<file path="config.mk">
export PLATFORM = sky130hd
export DESIGN_NAME = prescaled_counter
export DESIGN_NICKNAME = d
export VERILOG_FILES = /design/src/verilog/counter_pkg.sv /design/src/verilog/pin_edge_sync.sv /design/src/verilog/prescale_divider.sv /design/src/verilog/prescaled_counter.sv
export SDC_FILE = /design/constraint.sdc
export NUM_CORES = 1
export LEC_CHECK = 0
export ABC_AREA = 0
export ABC_CLOCK_PERIOD_IN_PS = 1900
export CAP_MARGIN = 20
export CORE_ASPECT_RATIO = 2
export CORE_MARGIN = 2
export CORE_UTILIZATION = 45
export DETAILED_ROUTE_END_ITERATION = 10
export DONT_BUFFER_PORTS = 1
export PLACE_DENSITY = 0.67
export SLEW_MARGIN = 5
export SYNTH_ARGS = -nofsm -noshare
export SYNTH_HDL_FRONTEND = slang
export SYNTH_SLANG_ARGS = --single-unit
</file>
<file path="constraint.sdc">
create_clock -name CLOCK -period 1.9 [get_ports CLOCK]
set_input_delay 0.285 -clock CLOCK [delete_from_list [all_inputs] [get_ports CLOCK]]
set_output_delay 0.285 -clock CLOCK [all_outputs]
set_load 0.01 [all_outputs]
</file>
<file path="src/verilog/counter_pkg.sv">
// Shared constants, register map and clock-select codes of the prescaled
// eight-bit counter.
// Assumes an APB3 master with 32-bit data and byte addresses of eight bits.
package counter_pkg;

    // ************************************************************
    // Widths
    // ************************************************************
    localparam int ADDR_W = 8;
    localparam int DATA_W = 32;
    localparam int CNT_W = 8;
    localparam int CS_W = 3;
    localparam int PRE_W = 10;
    localparam int NUM_TAPS = 4;
    localparam int SYNC_STAGES = 3;

    // Prescaler taps: divide by 8, 64, 256 and 1024 (two to these powers).
    localparam int TAP_BITS [NUM_TAPS] = '{3, 6, 8, 10};

    // ************************************************************
    // Register map: indices, byte address is four times the index
    // ************************************************************
    localparam int IDX_CTRL = 'h33;
    localparam int IDX_CNT = 'h32;
    localparam int IDX_FLAG = 'h38;
    localparam int IDX_MASK = 'h39;
    localparam logic [ADDR_W-1:0] ADDR_CTRL = ADDR_W'(IDX_CTRL * 4);
    localparam logic [ADDR_W-1:0] ADDR_CNT = ADDR_W'(IDX_CNT * 4);
    localparam logic [ADDR_W-1:0] ADDR_FLAG = ADDR_W'(IDX_FLAG * 4);
    localparam logic [ADDR_W-1:0] ADDR_MASK = ADDR_W'(IDX_MASK * 4);

    // Field positions and reset values.
    localparam int OVF_BIT = 0;
    localparam logic [CS_W-1:0] CTRL_RST = 3'h0;
    localparam logic [CNT_W-1:0] CNT_RST = 8'h00;
    localparam logic [CNT_W-1:0] CNT_MAX = 8'hFF;
    localparam logic [CNT_W-1:0] CNT_ONE = 8'h01;
    localparam logic FLAG_RST = 1'b0;
    localparam logic MASK_RST = 1'b0;

    // ************************************************************
    // Clock-select codes
    // ************************************************************
    localparam logic [CS_W-1:0] CS_STOP = 3'h0;
    localparam logic [CS_W-1:0] CS_DIV1 = 3'h1;
    localparam logic [CS_W-1:0] CS_DIV8 = 3'h2;
    localparam logic [CS_W-1:0] CS_DIV64 = 3'h3;
    localparam logic [CS_W-1:0] CS_DIV256 = 3'h4;
    localparam logic [CS_W-1:0] CS_DIV1024 = 3'h5;
    localparam logic [CS_W-1:0] CS_EXT_FALL = 3'h6;
    localparam logic [CS_W-1:0] CS_EXT_RISE = 3'h7;

    // Which register an address selects.
    typedef enum {SEL_NONE, SEL_CTRL, SEL_CNT, SEL_FLAG, SEL_MASK} reg_sel_e;

endpackage

</file>
<file path="src/verilog/pin_edge_sync.sv">
// Three-flop synchroniser and edge detector for the external count pin.
// Assumes the pin is asynchronous and its transitions are at least one
// clock period apart, so no edge is missed.
module pin_edge_sync (
    input wire logic clock,
    input wire logic rst,
    input wire logic pin,
    output logic rise,
    output logic fall
);
    import counter_pkg::*;

    logic [SYNC_STAGES-1:0] sync_r;
    logic [SYNC_STAGES-1:0] sync_nxt;

    // sample on each rising clock edge.
    always_comb begin
        sync_nxt = {sync_r[SYNC_STAGES-2:0], pin};
    end

    always_ff @(posedge clock) begin
        if (rst) begin
            sync_r <= '0;
        end else begin
            sync_r <= sync_nxt;
        end
    end

    // edge pulses from stages two and three.
    // Stage one is left to the second flop alone to contain metastability.
    assign rise = sync_r[1] & ~sync_r[2];
    assign fall = ~sync_r[1] & sync_r[2];

    AST_RISE_FROM_PIN: assert property (@(posedge clock) disable iff (rst)
        rise |-> $past(pin, 2) && !$past(pin, 3))
        else $error("rise pulse without a sampled rising pin");

    AST_FALL_FROM_PIN: assert property (@(posedge clock) disable iff (rst)
        fall |-> !$past(pin, 2) && $past(pin, 3))
        else $error("fall pulse without a sampled falling pin");

endmodule

</file>
<file path="src/verilog/prescale_divider.sv">
// Free-running ten-bit prescaler giving one-cycle tick enables.
// Assumes the same clock and synchronous reset as the counter that uses it.
module prescale_divider (
    input wire logic clock,
    input wire logic rst,
    output logic [counter_pkg::NUM_TAPS-1:0] tap_tick
);
    import counter_pkg::*;

    logic [PRE_W-1:0] pre_r;
    logic [PRE_W-1:0] pre_nxt;

    // The prescaler never stops, so tick phase does not depend on the select.
    always_comb begin
        pre_nxt = pre_r + 10'h001;
    end

    always_ff @(posedge clock) begin
        if (rst) begin
            pre_r <= '0;
        end else begin
            pre_r <= pre_nxt;
        end
    end

    for (genvar g = 0; g < NUM_TAPS; g++) begin : gen_tap
        assign tap_tick[g] = &pre_r[TAP_BITS[g]-1:0];
    end

    AST_TICK8_PERIOD: assert property (@(posedge clock) disable iff (rst)
        tap_tick[0] |=> !tap_tick[0] [*7] ##1 tap_tick[0])
        else $error("divide-by-8 tick not every eight cycles");

    AST_TICK1024_ALIGN: assert property (@(posedge clock) disable iff (rst)
        tap_tick[3] |-> (pre_r == 10'h3FF) && tap_tick[2] && tap_tick[1] && tap_tick[0])
        else $error("divide-by-1024 tick misaligned");

endmodule

</file>
<file path="src/verilog/prescaled_counter.sv">
// Eight-bit prescaled up-counter with APB register access and an overflow
// interrupt.
// Assumes an APB3 master on CLOCK, a synchronous active-high RST and an
// asynchronous external count pin.
//
// What this block does
// - Eight-bit up-counter, readable and writable anytime.
// - Free-running ten-bit prescaler from oscillator clock.
// - Codes 0-5 select stop, 1, 8, 64, 256, 1024.
// - Code 6 falling, code 7 rising pin edges.
// - Select in bits 2:0; bits above read zero.
// - Pin sampled on each rising clock edge.
// - Pin counted even when driven as output.
// - Written value counts on from next cycle.
// - Overflow flag plus enable in mask register.
module prescaled_counter (
    input wire logic CLOCK,
    input wire logic RST,
    input wire logic PSEL,
    input wire logic PENABLE,
    input wire logic PWRITE,
    input wire logic [counter_pkg::ADDR_W-1:0] PADDR,
    input wire logic [counter_pkg::DATA_W-1:0] PWDATA,
    output logic [counter_pkg::DATA_W-1:0] PRDATA,
    output logic PREADY,
    output logic PSLVERR,
    input wire logic EXTERNAL_COUNT_PIN,
    output logic IRQ
);
    import counter_pkg::*;

    // ************************************************************
    // Address decode
    // ************************************************************

    // Shared by the read path, the write path and the error answer.
    function automatic reg_sel_e decode(input logic [ADDR_W-1:0] addr);
        reg_sel_e sel;
        sel = SEL_NONE;
        if (addr == ADDR_CTRL) begin
            sel = SEL_CTRL;
        end else if (addr == ADDR_CNT) begin
            sel = SEL_CNT;
        end else if (addr == ADDR_FLAG) begin
            sel = SEL_FLAG;
        end else if (addr == ADDR_MASK) begin
            sel = SEL_MASK;
        end
        return sel;
    endfunction

    // ************************************************************
    // Tick sources
    // ************************************************************

    logic [NUM_TAPS-1:0] tap_tick;
    logic pin_rise;
    logic pin_fall;

    prescale_divider u_prescale (
        .clock(CLOCK),
        .rst(RST),
        .tap_tick(tap_tick)
    );

    // The pin input is the pad level itself, so a value driven out by
    // software on the shared port pin is counted like any outside edge.
    // pad level counted.
    pin_edge_sync u_pin_sync (
        .clock(CLOCK),
        .rst(RST),
        .pin(EXTERNAL_COUNT_PIN),
        .rise(pin_rise),
        .fall(pin_fall)
    );

    // ************************************************************
    // State
    // ************************************************************

    logic [CS_W-1:0] ctrl_r;
    logic [CS_W-1:0] ctrl_nxt;
    logic [CNT_W-1:0] cnt_r;
    logic [CNT_W-1:0] cnt_nxt;
    logic flag_r;
    logic flag_nxt;
    logic mask_r;
    logic mask_nxt;
    logic [DATA_W-1:0] prdata_r;
    logic [DATA_W-1:0] prdata_nxt;
    logic pready_r;
    logic pready_nxt;
    logic pslverr_r;
    logic pslverr_nxt;
    logic irq_r;
    logic irq_nxt;

    logic access;
    logic first_access;
    logic commit;
    reg_sel_e sel;
    logic cnt_wr;
    logic cnt_tick;
    logic overflow;

    // Bus phase decode; one wait state, commit on the second access cycle.
    assign sel = decode(PADDR);
    assign access = PSEL & PENABLE;
    assign first_access = access & ~pready_r;
    assign commit = access & pready_r;
    assign cnt_wr = commit & PWRITE & (sel == SEL_CNT);

    always_comb begin
        case (ctrl_r)
            CS_STOP: cnt_tick = 1'b0;
            CS_DIV1: cnt_tick = 1'b1;
            CS_DIV8: cnt_tick = tap_tick[0];
            CS_DIV64: cnt_tick = tap_tick[1];
            CS_DIV256: cnt_tick = tap_tick[2];
            CS_DIV1024: cnt_tick = tap_tick[3];
            CS_EXT_FALL: cnt_tick = pin_fall;
            CS_EXT_RISE: cnt_tick = pin_rise;
            default: cnt_tick = 1'b0;
        endcase
    end

    // wrap detect.
    // A write in the same cycle wins, so the written value is not lost.
    assign overflow = cnt_tick & (cnt_r == CNT_MAX) & ~cnt_wr;

    // ************************************************************
    // Next-state logic
    // ************************************************************

    // All register and bus answer updates; set of the flag beats its clear.
    always_comb begin
        ctrl_nxt = ctrl_r;
        cnt_nxt = cnt_r;
        flag_nxt = flag_r;
        mask_nxt = mask_r;
        prdata_nxt = prdata_r;
        pslverr_nxt = pslverr_r;
        pready_nxt = first_access;

        // Read data and error are prepared in the wait cycle and register on the same edge as PREADY.
        if (first_access) begin
            pslverr_nxt = (sel == SEL_NONE);
            prdata_nxt = '0;
            if (!PWRITE) begin
                if (sel == SEL_CTRL) begin
                    prdata_nxt[CS_W-1:0] = ctrl_r;
                end else if (sel == SEL_CNT) begin
                    prdata_nxt[CNT_W-1:0] = cnt_r;
                end else if (sel == SEL_FLAG) begin
                    prdata_nxt[OVF_BIT] = flag_r;
                end else if (sel == SEL_MASK) begin
                    prdata_nxt[OVF_BIT] = mask_r;
                end
            end
        end else if (!access) begin
            pslverr_nxt = 1'b0;
        end

        // only the select field is writable.
        if (commit && PWRITE && (sel == SEL_CTRL)) begin
            ctrl_nxt = PWDATA[CS_W-1:0];
        end
        if (commit && PWRITE && (sel == SEL_MASK)) begin
            mask_nxt = PWDATA[OVF_BIT];
        end

        if (cnt_wr) begin
            cnt_nxt = PWDATA[CNT_W-1:0];
        end else if (cnt_tick) begin
            cnt_nxt = cnt_r + CNT_ONE;
        end

        if (commit && PWRITE && (sel == SEL_FLAG) && PWDATA[OVF_BIT]) begin
            flag_nxt = 1'b0;
        end
        if (overflow) begin
            flag_nxt = 1'b1;
        end

        irq_nxt = flag_nxt & mask_nxt;
    end

    // ************************************************************
    // Registers
    // ************************************************************

    always_ff @(posedge CLOCK) begin
        if (RST) begin
            ctrl_r <= CTRL_RST;
            cnt_r <= CNT_RST;
            flag_r <= FLAG_RST;
            mask_r <= MASK_RST;
            prdata_r <= '0;
            pready_r <= 1'b0;
            pslverr_r <= 1'b0;
            irq_r <= 1'b0;
        end else begin
            ctrl_r <= ctrl_nxt;
            cnt_r <= cnt_nxt;
            flag_r <= flag_nxt;
            mask_r <= mask_nxt;
            prdata_r <= prdata_nxt;
            pready_r <= pready_nxt;
            pslverr_r <= pslverr_nxt;
            irq_r <= irq_nxt;
        end
    end

    // Every output comes straight from a flop.
    assign PRDATA = prdata_r;
    assign PREADY = pready_r;
    assign PSLVERR = pslverr_r;
    assign IRQ = irq_r;

    // ************************************************************
    // Checks
    // ************************************************************

    AST_CTRL_READ_UPPER_ZERO: assert property (@(posedge CLOCK) disable iff (RST)
        first_access && !PWRITE && (sel == SEL_CTRL) |=> PRDATA[DATA_W-1:CS_W] == '0)
        else $error("control read shows nonzero upper bits");

    AST_STOP_HOLDS: assert property (@(posedge CLOCK) disable iff (RST)
        (ctrl_r == CS_STOP) && !cnt_wr |=> $stable(cnt_r))
        else $error("counter moved while stopped");

    AST_UNDIVIDED_COUNT: assert property (@(posedge CLOCK) disable iff (RST)
        (ctrl_r == CS_DIV1) && !cnt_wr |=> cnt_r == CNT_W'($past(cnt_r) + CNT_ONE))
        else $error("undivided mode did not count every cycle");

    AST_DIV8_COUNT: assert property (@(posedge CLOCK) disable iff (RST)
        (ctrl_r == CS_DIV8) && !cnt_wr && !tap_tick[0] |=> $stable(cnt_r))
        else $error("divide-by-8 mode counted off its tick");

    AST_EXT_FALL_COUNT: assert property (@(posedge CLOCK) disable iff (RST)
        (ctrl_r == CS_EXT_FALL) && pin_fall && !cnt_wr |=> cnt_r == CNT_W'($past(cnt_r) + CNT_ONE))
        else $error("falling pin edge not counted");

    AST_WRITE_THEN_COUNT: assert property (@(posedge CLOCK) disable iff (RST)
        cnt_wr ##1 (ctrl_r == CS_DIV1) && !cnt_wr |=> cnt_r == CNT_W'($past(PWDATA[CNT_W-1:0], 2) + CNT_ONE))
        else $error("counting did not resume from written value");

    AST_WRAP_SETS_FLAG: assert property (@(posedge CLOCK) disable iff (RST)
        overflow |=> (cnt_r == CNT_RST) && flag_r)
        else $error("wrap from FF did not clear count and set flag");

    AST_IRQ_FOLLOWS_MASK: assert property (@(posedge CLOCK) disable iff (RST)
        IRQ == (flag_r && mask_r))
        else $error("interrupt does not follow enabled flag");

    // Checked on the release edge itself, so no sampled history from before
    // time zero can make it fire.
    AST_RESET_STOPPED: assert property (@(posedge CLOCK)
        RST ##1 !RST |-> (ctrl_r == CS_STOP) && (cnt_r == CNT_RST) && !IRQ)
        else $error("control not zero after reset");

    // Bus answer shape: one wait state and a one-cycle ready pulse, which the
    // master relies on before it releases its request.
    AST_READY_ONE_WAIT: assert property (@(posedge CLOCK) disable iff (RST)
        first_access |=> PREADY)
        else $error("ready not raised after one wait state");

    AST_READY_PULSE: assert property (@(posedge CLOCK) disable iff (RST)
        PREADY |=> !PREADY)
        else $error("ready held for more than one cycle");

    AST_UNMAPPED_ERROR: assert property (@(posedge CLOCK) disable iff (RST)
        commit && (sel == SEL_NONE) |-> PSLVERR)
        else $error("unmapped address answered without error");

    AST_CTRL_WRITE_FIELD: assert property (@(posedge CLOCK) disable iff (RST)
        commit && PWRITE && (sel == SEL_CTRL) |=> ctrl_r == $past(PWDATA[CS_W-1:0]))
        else $error("control write did not land in the select field");

    AST_DIV256_COUNT: assert property (@(posedge CLOCK) disable iff (RST)
        (ctrl_r == CS_DIV256) && !cnt_wr && !tap_tick[2] |=> $stable(cnt_r))
        else $error("divide-by-256 mode counted off its tick");

    AST_DIV1024_COUNT: assert property (@(posedge CLOCK) disable iff (RST)
        (ctrl_r == CS_DIV1024) && !cnt_wr && !tap_tick[3] |=> $stable(cnt_r))
        else $error("divide-by-1024 mode counted off its tick");

    AST_EXT_RISE_COUNT: assert property (@(posedge CLOCK) disable iff (RST)
        (ctrl_r == CS_EXT_RISE) && pin_rise && !cnt_wr |=> cnt_r == CNT_W'($past(cnt_r) + CNT_ONE))
        else $error("rising pin edge not counted");

    AST_FLAG_CLEARED: assert property (@(posedge CLOCK) disable iff (RST)
        commit && PWRITE && (sel == SEL_FLAG) && PWDATA[OVF_BIT] && !overflow |=> !flag_r)
        else $error("flag not cleared by writing one");

    AST_WRAP_RAISES_IRQ: assert property (@(posedge CLOCK) disable iff (RST)
        overflow && mask_nxt |=> IRQ)
        else $error("enabled wrap did not raise the interrupt");

endmodule
</file>
==> summary by stage <==
Timing
The worst hold slack after final layout is 0.0512 ns. The setup clock skew after layout is 0.00435 ns. For the finished layout, the period the worst path requires is 1.88 ns. The count of endpoints failing setup in the final report is 0. The number of hold-slack violations in the final timing report is 0. The least setup slack across all paths after layout is 0.0237 ns.

Setup repair after global routing could not meet its margin everywhere. In the finished design, the share of the clock period the worst path needs comes to 98.8%. The number of pins with negative max-slew slack in the final report was 0. The maximum frequency from static timing analysis is 533 MHz.

Clock network
The post-CTS clock slew at the launch and capture registers of the worst setup and hold paths is 0.08 ns. The worst-skew pair later-pin latency is 0.29 ns. Clock tree synthesis found a total of 37 sinks. Counting the buffers created by CTS gives 5. For this design, the CTS-stage hold fixing added 0 buffers.

The clock root buffer is sky130_fd_sc_hd__clkbuf_8. TritonCTS built the clock tree. The number of buffers on the longest clock path is 2. The number of H-tree levels is 2.

Global route
The first global-routing pass estimated 5950 µm of wire. The initial antenna violation count is 0. Global routing consumed, over all layers together, 17.2% of the routing resources. After global routing the overflow that remains totals 0.

The via count of the first global-routing pass is 1313. Entering global routing, the biggest net connects 37 pins.

Final layout
The fill cell instance count of the final layout is 406. The number of antenna diodes in the final layout is 0. The library cells used most frequently in the layout, excluding fill and tap cells, are sky130_fd_sc_hd__dfxtp_1 (34), sky130_fd_sc_hd__nor2_1 (33), sky130_fd_sc_hd__conb_1 (24), sky130_fd_sc_hd__buf_4 (14). The area growth from synthesis to layout is 13.6%. The most common cell after layout, fill and taps aside is sky130_fd_sc_hd__dfxtp_1. The net count of the finished layout is 272.

The fraction of final layout cells sized beyond drive strength 1 is 21.0%. Once layout is complete, the cells apart from fillers number 276.

Floorplan
The effective utilization at floorplan is 45.9%. For this design the top-level I/O count stands at 81. The floorplan has 33 rows. The horizontal die dimension is 49.5 µm.

The floorplan step defined a die boundary enclosing 4690 µm². The core region area is 4050 µm². The overall die height is 94.9 µm.

Min path
The cell count of the worst hold path is 1. The path class of the lowest-slack min-delay path is in2reg. The capture endpoint of the worst hold path is flag_r$_SDFF_PP0_.

The beginning of the worst hold path is RST.

Synth
The number of flops mapped to enable cells by yosys is 0. The post-synthesis instance total is 210. The area fraction of the dominant cell type after synthesis is 39.8%. The flop and latch count out of synthesis is 37. The number of warning messages in the yosys log is 0.

The summed instance area of the synthesized netlist is 1860 µm². The share of the Yosys chip area taken by registers is 39.8%. After synthesis, the cell types taking the most area are sky130_fd_sc_hd__dfxtp_1 (40%), sky130_fd_sc_hd__buf_4 (9.7%), sky130_fd_sc_hd__nor2_1 (6.9%), sky130_fd_sc_hd__xnor2_1 (4.2%), sky130_fd_sc_hd__mux2i_1 (3.2%).

For this run, the leading register cell type out of synthesis is sky130_fd_sc_hd__dfxtp_1. The average instance in the mapped netlist occupies 8.85 µm². For this run, asynchronously set or reset flops after synthesis account for 0%.

The number of distinct library cell variants in the gate-level netlist after synthesis is 43. Summed over all instances, the cell type with the most area after synthesis is sky130_fd_sc_hd__dfxtp_1.

Flow run
The tool flagged a number of max-cap violations equal to 0.

Routing
The first detailed-routing pass took 4 iterations. In the final routed layout, each cell accounts on average for 14.2 µm. In the routed layout, each cell is associated on average with a via count of 5.25.

The post-detailed-routing wire length is 3910 µm. The detailed router finished its first iteration with 41 violations. The number of DRC violations after detailed routing is 0. For this block, the via count after detailed routing is 1449. The number of routed nets with antenna violations is 0.

Placed design
After legalization and detailed placement, the total HPWL measured 2730 µm. Before CTS, the worst setup slack after placement is -0.166 ns. The weighted congestion at the end of routability-driven global placement is 0.729.

The number of port buffers is 0. The number of placed instances with taps included is 267.

Power
The worst IR drop on VDD is 484 µV. The leakage power of the design is 0.771 nW. For this design the ratio of total power to cell area is 741 nW/µm².

Setup path
The peak per-stage delay on the critical path is 0.49 ns. The setup check on the worst reg-to-reg path leaves a slack of 0.02 ns. The kind of launch point of the worst setup path is a flip-flop.

The worst endpoint required time is 2.09 ns. The worst register-to-register path begins at PREADY$_SDFF_PP0_. The kind of critical path is reg2reg.

Data arrives at the worst endpoint at 2.07 ns. The element type at the critical path end is a flip-flop. The standard cell with the maximum stage delay on the critical path is sky130_fd_sc_hd__or4_4. The worst reg2reg path endpoint is IRQ$_SDFF_PP0_. The critical path goes through nand2_2, or4_4, or3_4, and4_4, a22o_1, and2_4.

The logic depth of the worst register-to-register path is 6. The critical-path maximum fanout is 4.

Run status
The flow ran to the end, and the final reports show no timing, DRC or antenna violations.
-- cell type report --
cell class              instances  area, µm²  area share [%]
clock inverters                 2       37.5            1.78
clock buffers                   6       82.6            3.91
well taps                      52       65.1            3.08
multi-input cells             163       1070            50.5
flip-flops and latches         37        747            35.4
repair buffers                 14        105            4.98
inverters                       2       7.51           0.355
-- timing repair --
action	in CTS	in global routing
pin swaps	0	5
resized for setup	3	14
cloned	0	0
setup buffers	0	1
setup endpoints to repair	10	10
-- flip-flops by register name, indices dropped and copies added, names as in the netlist --
signal,count
ctrl_r,3
cnt_r,8
flag_r,1
IRQ,1
u_prescale.pre_r,10
u_pin_sync.sync_r,3
PSLVERR,1
mask_r,1
PRDATA,8
PREADY,1
-- routing by layer --
metal | part of all wire [%] | global-route usage (%) | vias up
li1 | - | - | 704
met1 | 35 | 16.5 | 668
met2 | 53 | 31.6 | 67
met3 | 8.3 | 5.70 | 10
met4 | 3.3 | 9.72 | 0
met5 | 0 | 0 | -
-- power by group --
part | leakage, nW | switching (mW) | total [mW] | internal [mW]
clock | 0.0574 | 0.285 | 0.712 | 0.427
sequential | 0.301 | 0.00704 | 0.792 | 0.785
combinational | 0.413 | 0.0378 | 0.0606 | 0.0227
-- how the worst max path moves through the flow --
stage                              startpoint                    end
3_5_place_dp   u_prescale.pre_r[0]$_SDFF_PP0_  cnt_r[1]$_SDFFE_PP0P_
4_1_cts        u_prescale.pre_r[1]$_SDFF_PP0_  cnt_r[3]$_SDFFE_PP0P_
3_3_place_gp   u_prescale.pre_r[0]$_SDFF_PP0_         IRQ$_SDFF_PP0_
5_1_grt                ctrl_r[2]$_SDFFE_PP0P_  cnt_r[5]$_SDFFE_PP0P_
6_report                    PREADY$_SDFF_PP0_         IRQ$_SDFF_PP0_
2_1_floorplan               PREADY$_SDFF_PP0_      flag_r$_SDFF_PP0_
-- critical path, delay by kind of cell (launching register included) --
kind               cells  cell delay (ns)
AOI/OAI and AO/OA      1             0.19
and+or+nand+nor        5             1.22
DFF                    1             0.36
-- per-stage QoR --
stage	power [mW]	utilization [%]	area, µm²	TNS [ns]
detailed placement	0.866	47.0	1900	-1.07
floorplan	0.899	-	1950	-0.0601
global placement	0.865	47.0	1900	-0.645
global route	1.63	52.2	2110	-0.182
CTS	1.58	50.3	2040	-0.0756
finish	1.56	52.2	2110	0
-- logic make-up after synthesis --
family	synth area share [%]
and+or+nand+nor	25.1
adders and majority gates	2.02
muxes	3.23
DFF	39.8
xor gates and xnor gates	6.60
buffers and inverters	12.0
AOI/OAI and AO/OA	11.0
other	0.202
-- cell usage after synthesis (5+ instances only) --
library cell / n
sky130_fd_sc_hd__nor2_1: 34
sky130_fd_sc_hd__a21oi_1: 6
sky130_fd_sc_hd__nor2b_1: 6
sky130_fd_sc_hd__xor2_1: 5
sky130_fd_sc_hd__mux2i_1: 6
sky130_fd_sc_hd__a22oi_1: 7
sky130_fd_sc_hd__buf_4: 24
sky130_fd_sc_hd__a211oi_1: 8
sky130_fd_sc_hd__nand3_1: 8
sky130_fd_sc_hd__nand2_1: 10
sky130_fd_sc_hd__xnor2_1: 9
sky130_fd_sc_hd__dfxtp_1: 37
No activity file was read; power rests on OpenSTA's default activity.
